`config.mk`:
```
export PLATFORM = sky130hd
export DESIGN_NAME = sapc_core
export DESIGN_NICKNAME = d
export VERILOG_FILES = /design/src/sapc_pkg.sv /design/src/sapc_core.sv
export SDC_FILE = /design/constraint.sdc
export NUM_CORES = 1
export LEC_CHECK = 0
export ABC_CLOCK_PERIOD_IN_PS = 2170
export BUFFER_PORTS_ARGS = -buffer_cell sky130_fd_sc_hd__buf_2
export CAP_MARGIN = 20
export CORE_MARGIN = 4
export CORE_UTILIZATION = 45
export CTS_CLUSTER_DIAMETER = 60
export DETAILED_ROUTE_END_ITERATION = 12
export PLACE_DENSITY = 0.65
export SETUP_SLACK_MARGIN = 0.4
export SLEW_MARGIN = 20
export SYNTH_ARGS = -nofsm -noshare
export SYNTH_HDL_FRONTEND = slang
export SYNTH_SLANG_ARGS = --single-unit
```
`constraint.sdc`:
```
create_clock -name sys_clk_i -period 2.17 [get_ports sys_clk_i]
set_clock_uncertainty 0.15 [all_clocks]
set_input_delay 0.3255 -clock sys_clk_i [delete_from_list [all_inputs] [get_ports sys_clk_i]]
set_output_delay 0.3255 -clock sys_clk_i [all_outputs]
set_load 0.005 [all_outputs]
```
`src/sapc_pkg.sv`:
```
// Notes on behaviour
// - Input above upper span gives zero-then-ones code
// - Input below lower span gives one-then-zeros code
// - Powers up active, ready to convert
// - Two triggers without shift edge: light power-down
// - Reference stays powered in light power-down
// - Shift edge wakes light power-down at once
// - Four triggers without shift edge: deep power-down
// - Shift edge wakes deep; reference settles 2ms
// - Three wires: shift clock, trigger, result out
// - Result resolves 16384 or 4096 code levels
// - Trigger starts conversion; retriggers ignored for 16 edges
// - Result MSB first from third shift edge
// - Result output high impedance when not sending
// - Two's complement of previous conversion's sample
package sapc_pkg;
    localparam int unsigned SYS_CLK_HZ = 125_000_000;
    localparam int unsigned REF_SETTLE_MS = 2;
    localparam int unsigned REF_SETTLE_CYC = SYS_CLK_HZ / 1000 * REF_SETTLE_MS;
    localparam int unsigned WIDE_BITS = 14;
    localparam int unsigned NARROW_BITS = 12;
    localparam int unsigned FRAME_EDGES = 16;
    localparam int unsigned FIRST_BIT_EDGE = 3;
    localparam int unsigned NAP_TRIGGERS = 2;
    localparam int unsigned SLEEP_TRIGGERS = 4;
    localparam logic [2:0] TRIG_CNT_ZERO = 3'h0;
    localparam logic [4:0] EDGE_CNT_ZERO = 5'h00;

    typedef enum logic [1:0] {
        SAPC_ACTIVE = 2'b00,
        SAPC_NAP = 2'b01,
        SAPC_SLEEP = 2'b11
    } sapc_power_e;
endpackage

```
`src/sapc_core.sv`:
```
module sapc_core #(
    parameter int unsigned RES_BITS = sapc_pkg::WIDE_BITS,
    parameter int unsigned SETTLE_CYC = sapc_pkg::REF_SETTLE_CYC
) (
    // Clock and reset
    input wire logic sys_clk_i,
    input wire logic srst_i,
    // Serial link pins
    input wire logic shift_clk_i,
    input wire logic conversion_trigger_i,
    output logic serial_result_out_o,
    output logic serial_result_oe_o,
    // Analog front-end result
    input wire logic [RES_BITS-1:0] sample_code_i,
    input wire logic over_range_i,
    input wire logic under_range_i,
    // Power status
    output logic nap_o,
    output logic sleep_o,
    output logic ref_powered_o,
    output logic ref_settled_o
);
    localparam int unsigned SW = $clog2(SETTLE_CYC + 1);
    localparam logic [SW-1:0] SETTLE_LOAD = SW'(SETTLE_CYC);
    localparam logic [4:0] LAST_EDGE = 5'(sapc_pkg::FRAME_EDGES);
    localparam logic [4:0] FIRST_EDGE = 5'(sapc_pkg::FIRST_BIT_EDGE);
    localparam logic [4:0] END_EDGE = 5'(sapc_pkg::FIRST_BIT_EDGE + RES_BITS);
    localparam logic [2:0] NAP_N = 3'(sapc_pkg::NAP_TRIGGERS);
    localparam logic [2:0] SLEEP_N = 3'(sapc_pkg::SLEEP_TRIGGERS);

    logic [2:0] sck_sync;
    logic [2:0] cnv_sync;
    logic sck_rise;
    logic cnv_rise;
    logic busy;
    logic [4:0] edge_cnt;
    logic [2:0] trig_cnt;
    logic [RES_BITS-1:0] shreg;
    logic [RES_BITS-1:0] held_code;
    logic [SW-1:0] settle_cnt;
    sapc_pkg::sapc_power_e power;

    // Pins are asynchronous to sys_clk; bit 0 feeds only bit 1
    always_ff @(posedge sys_clk_i) begin
        if (srst_i) begin
            sck_sync <= 3'h0;
            cnv_sync <= 3'h0;
        end else begin
            sck_sync <= {sck_sync[1:0], shift_clk_i};
            cnv_sync <= {cnv_sync[1:0], conversion_trigger_i};
        end
    end
    assign sck_rise = sck_sync[1] & ~sck_sync[2];
    assign cnv_rise = cnv_sync[1] & ~cnv_sync[2];

    // Saturation and two's complement coding of the held sample
    function automatic logic [RES_BITS-1:0] code_of(
        input logic [RES_BITS-1:0] raw, input logic ovr, input logic und);
        if (ovr)
            code_of = {1'b0, {(RES_BITS-1){1'b1}}};
        else if (und)
            code_of = {1'b1, {(RES_BITS-1){1'b0}}};
        else
            code_of = raw;
    endfunction

    // Conversion frame: trigger locked out until 16 shift edges
    always_ff @(posedge sys_clk_i) begin
        if (srst_i) begin
            busy <= 1'b0;
            edge_cnt <= sapc_pkg::EDGE_CNT_ZERO;
        end else if (cnv_rise && !busy) begin
            busy <= 1'b1;
            edge_cnt <= sapc_pkg::EDGE_CNT_ZERO;
        end else if (busy && sck_rise) begin
            edge_cnt <= edge_cnt + 5'h01;
            if (edge_cnt + 5'h01 == LAST_EDGE)
                busy <= 1'b0;
        end
    end

    // Result from the previous conversion goes out this frame
    always_ff @(posedge sys_clk_i) begin
        if (srst_i) begin
            shreg <= '0;
            held_code <= '0;
            serial_result_oe_o <= 1'b0;
        end else if (cnv_rise && !busy) begin
            shreg <= held_code;
            held_code <= code_of(sample_code_i, over_range_i, under_range_i);
            serial_result_oe_o <= 1'b0;
        end else if (busy && sck_rise) begin
            if (edge_cnt + 5'h01 >= FIRST_EDGE
                    && edge_cnt + 5'h01 < END_EDGE) begin
                serial_result_oe_o <= 1'b1;
                if (edge_cnt + 5'h01 > FIRST_EDGE)
                    shreg <= {shreg[RES_BITS-2:0], 1'b0};
            end else begin
                serial_result_oe_o <= 1'b0;
            end
        end else if (sck_rise) begin
            // Last bit must stand until the edge after the frame
            serial_result_oe_o <= 1'b0;
        end
    end
    assign serial_result_out_o = shreg[RES_BITS-1];

    // Trigger run counter and power state
    always_ff @(posedge sys_clk_i) begin
        if (srst_i) begin
            trig_cnt <= sapc_pkg::TRIG_CNT_ZERO;
            power <= sapc_pkg::SAPC_ACTIVE;
        end else if (sck_rise) begin
            trig_cnt <= sapc_pkg::TRIG_CNT_ZERO;
            power <= sapc_pkg::SAPC_ACTIVE;
        end else if (cnv_rise) begin
            if (trig_cnt < SLEEP_N)
                trig_cnt <= trig_cnt + 3'h1;
            if (trig_cnt + 3'h1 >= SLEEP_N)
                power <= sapc_pkg::SAPC_SLEEP;
            else if (trig_cnt + 3'h1 >= NAP_N)
                power <= sapc_pkg::SAPC_NAP;
        end
    end
    assign nap_o = (power == sapc_pkg::SAPC_NAP);
    assign sleep_o = (power == sapc_pkg::SAPC_SLEEP);
    assign ref_powered_o = !sleep_o;

    // Reference settling after deep power-down
    always_ff @(posedge sys_clk_i) begin
        if (srst_i)
            settle_cnt <= '0;
        else if (sleep_o)
            settle_cnt <= SETTLE_LOAD;
        else if (settle_cnt != '0)
            settle_cnt <= settle_cnt - SW'(1);
    end
    assign ref_settled_o = (settle_cnt == '0) && !sleep_o;
endmodule

```
==> metrics.cfg <==
[clock_tree]
clockBufferDepth=2
clk_pin_slew_worst_paths_ns=0.07
numCtsBuffers=9
htreeDepth=3
insertion_delay_ns=0.34
clockRootBuffer=clkbuf_8
cts_tree=yes
clkSinkCount=64

[drt]
drtPass1Iterations=4
drt_iter0_markers=52
drt-vias-per-instance=5.25
ant_nets=0
routedWlPerCell_um=13.4
drc=0
wirelength_um=6400
vias=2504

[sta]
maxSlewViolCount=0
tightest_slew_ns=0.426
finalHoldViolCount=0
fin_tns_setup_ns=-0.152
rsz0062_at_grt=true
finalCritPeriodShare_pct=103
period_needed_ns=2.23
max_freq_ghz=0.448
maxSlewHeadroom_pct=71.6
setup_violations=10
finalWorstSetupSlack_ns=-0.0633

[synthesis]
ys_ff_latch=64
synth-edff-count=0
ys_types=46
synth_flop_cell=dfxtp_1
synth_area_per_cell_um2=8.56
syn_nets=377
yosysWarningCount=0
synthArstFlopShare_pct=0
ys_seq_area_share_pct=42.7
synth_area_mm2=0.00300
synthCells=351

[critical_path]
r2r_setup_slack_ns=-0.06
path_max_fanout=4
critical_path_class=reg2reg
arrival_ns=2.31
worstReg2RegEnd=settle_cnt[15]
path_delay_family=simple AND/OR/NAND/NOR gates
worstPathRequired_ns=2.25
r2r_start=settle_cnt[14]
reg2reg_depth=7
cp_cell_sequence=or3_4, or4_4, buf_12, o21ai_4, nor4_4, xnor2_1, a21oi_1
startpoint_type=flip-flop
crit_slowest_cell=or4_4
path_buf_inv=1
crit_path_end_kind=flip-flop
slowest_delay_ns=0.54

[global_routing]
antenna_found_initial=0
grt_pass1_wl_um=10700
gr-total-overflow=0
grt_pass1_vias=2400
grt_max_degree=47
grt_usage_pct=17.1

[min_path]
hold_depth=2
hp-start=conversion_trigger_i
holdPathEnd=cnv_sync[0]
hold_path_class=in2reg

[status]
violations=setup timing
status=finished with violations

[power_and_ir_drop]
ir_worst_vdd_mv=0.473
p_leak_nw=1.55
power.density_mw_per_mm2=1100
swShare_pct=35.9
p_seq_share_pct=34.6
power_switching_mw=1.60
combPwrFrac_pct=43.7
power_mw=4.47
p_int_mw=2.86
clkPwrFrac_pct=21.7

[layout]
multiInputGateArea_mm2=0.00198
antennaDiodeCount=0
fillers=525
nNetsFinal=421
seq_area_mm2=0.00130
post-route-util_pct=63.2
syn_to_final_growth_pct=35.2
final_common_cell=nor2_1
layout-drive-gt1-share_pct=34.8
final_cell_mix=nor2_1 (75), dfxtp_1 (55), a21oi_1 (26)

[floorplanning]
die_area_mm2=0.00804
die_h_um=89.7
design.core.area_mm2=0.00642
die_width_um=89.7
io_pins=26
rows=29
initial_core_util_pct=46.8

[flow_run]
maxCapViolations=0

[placed_design]
place_congestion=0.789
dp_hpwl_um=3880
port_buffers=25

[state kept, by name, summed over array words and instances, names as in the netlist]
| name | cells |
|---|---|
| cnv_sync | 3 |
| busy | 1 |
| shreg | 14 |
| edge_cnt | 5 |
| serial_result_oe_o | 1 |
| sck_sync | 3 |
| held_code | 14 |
| trig_cnt | 3 |
| settle_cnt | 18 |
| power | 2 |
[worst reg2reg max path: stages, from the launching register on]
cell	delay, ns
dfxtp_2	0.32
or3_4	0.39
or4_4	0.54
buf_12	0.16
o21ai_4	0.23
nor4_4	0.08
xnor2_1	0.16
a21oi_1	0.08
[power by group through the flow]
stage               logic, mW  clock network (mW)  registers (mW)
global route             2.16                1.05            1.57
floorplan                1.18                   0            1.53
finish                   1.95               0.970            1.54
detailed placement       1.52                   0            1.55
CTS                      1.78                1.00            1.53
global placement         1.51                   0            1.55
[through the flow]
step / hold WS [ns] / instances / cell area [µm²] / setup WS, ns
2_1_floorplan: 0.264 / 351 / 3140 / 0.0334
3_3_place_gp: 0.268 / 446 / 3390 / 0.00554
4_1_cts: 0.0246 / 474 / 3900 / 0.00313
5_1_grt: 0.0358 / 477 / 4060 / -0.125
6_report: 0.0391 / 477 / 4060 / -0.0633
3_5_place_dp: 0.277 / 446 / 3390 / -0.0539
[metal layers]
layer	vias to the layer above	GRT usage, %	routed length, µm
li1	1308	-	-
met1	1146	21.9	3100
met2	37	27.3	2930
met3	13	4.01	228
met4	0	7.85	145
met5	-	0	0
[cell families after synthesis]
group,share of synthesized area (%)
compound gates,19.3
fa+ha+maj,2.50
mux,0.333
buf+inv,4.58
flops,42.7
simple gates,23.9
xor+xnor,6.71
[cells in the mapped netlist (all sizes together), types with 6 or more instances]
cell type	n	area share [%]
a2111oi	14	6.1
a21oi	30	5.0
nor4	6	2.0
a211oi	15	3.9
o21ai	6	1.1
inv	7	0.88
nand2	11	1.4
ha	6	2.5
nor2b	10	2.1
buf	6	1.7
xor2	8	2.3
nor2	86	11
xnor2	15	4.4
clkbuf	16	2.0
dfxtp	64	43
nor3	13	2.2
[how the worst max path moves through the flow]
stage | endpoint | from | cells past startpoint | slack [ns]
after floorplan | shreg[10] | edge_cnt[0] | 9 | 0.03
after global placement | settle_cnt[3] | settle_cnt[14] | 6 | 0.006
after detailed placement | shreg[6] | edge_cnt[0] | 8 | -0.05
after CTS | settle_cnt[15] | settle_cnt[14] | 7 | 0.003
after global routing | settle_cnt[5] | settle_cnt[14] | 7 | -0.13
final | settle_cnt[15] | settle_cnt[14] | 7 | -0.06
[cell type report]
cell class / count / area share [%]
clock buffer: 11 / 3.73
clock inverter: 5 / 0.986
timing repair buffer: 55 / 11.5
inverter: 7 / 0.647
tap: 77 / 2.37
sequential: 64 / 32.0
multi-input combinational: 258 / 48.7
[what timing repair did]
item                       4_1_cts  5_1_grt
hold buffers                     0        0
hold endpoints to repair         0        0
pin swaps                       12       12
resized for setup               34       21
cloned                           3        0
setup endpoints to repair       33       35
setup buffers                    9        3
Note: power is estimated with default switching activity, not from simulation.
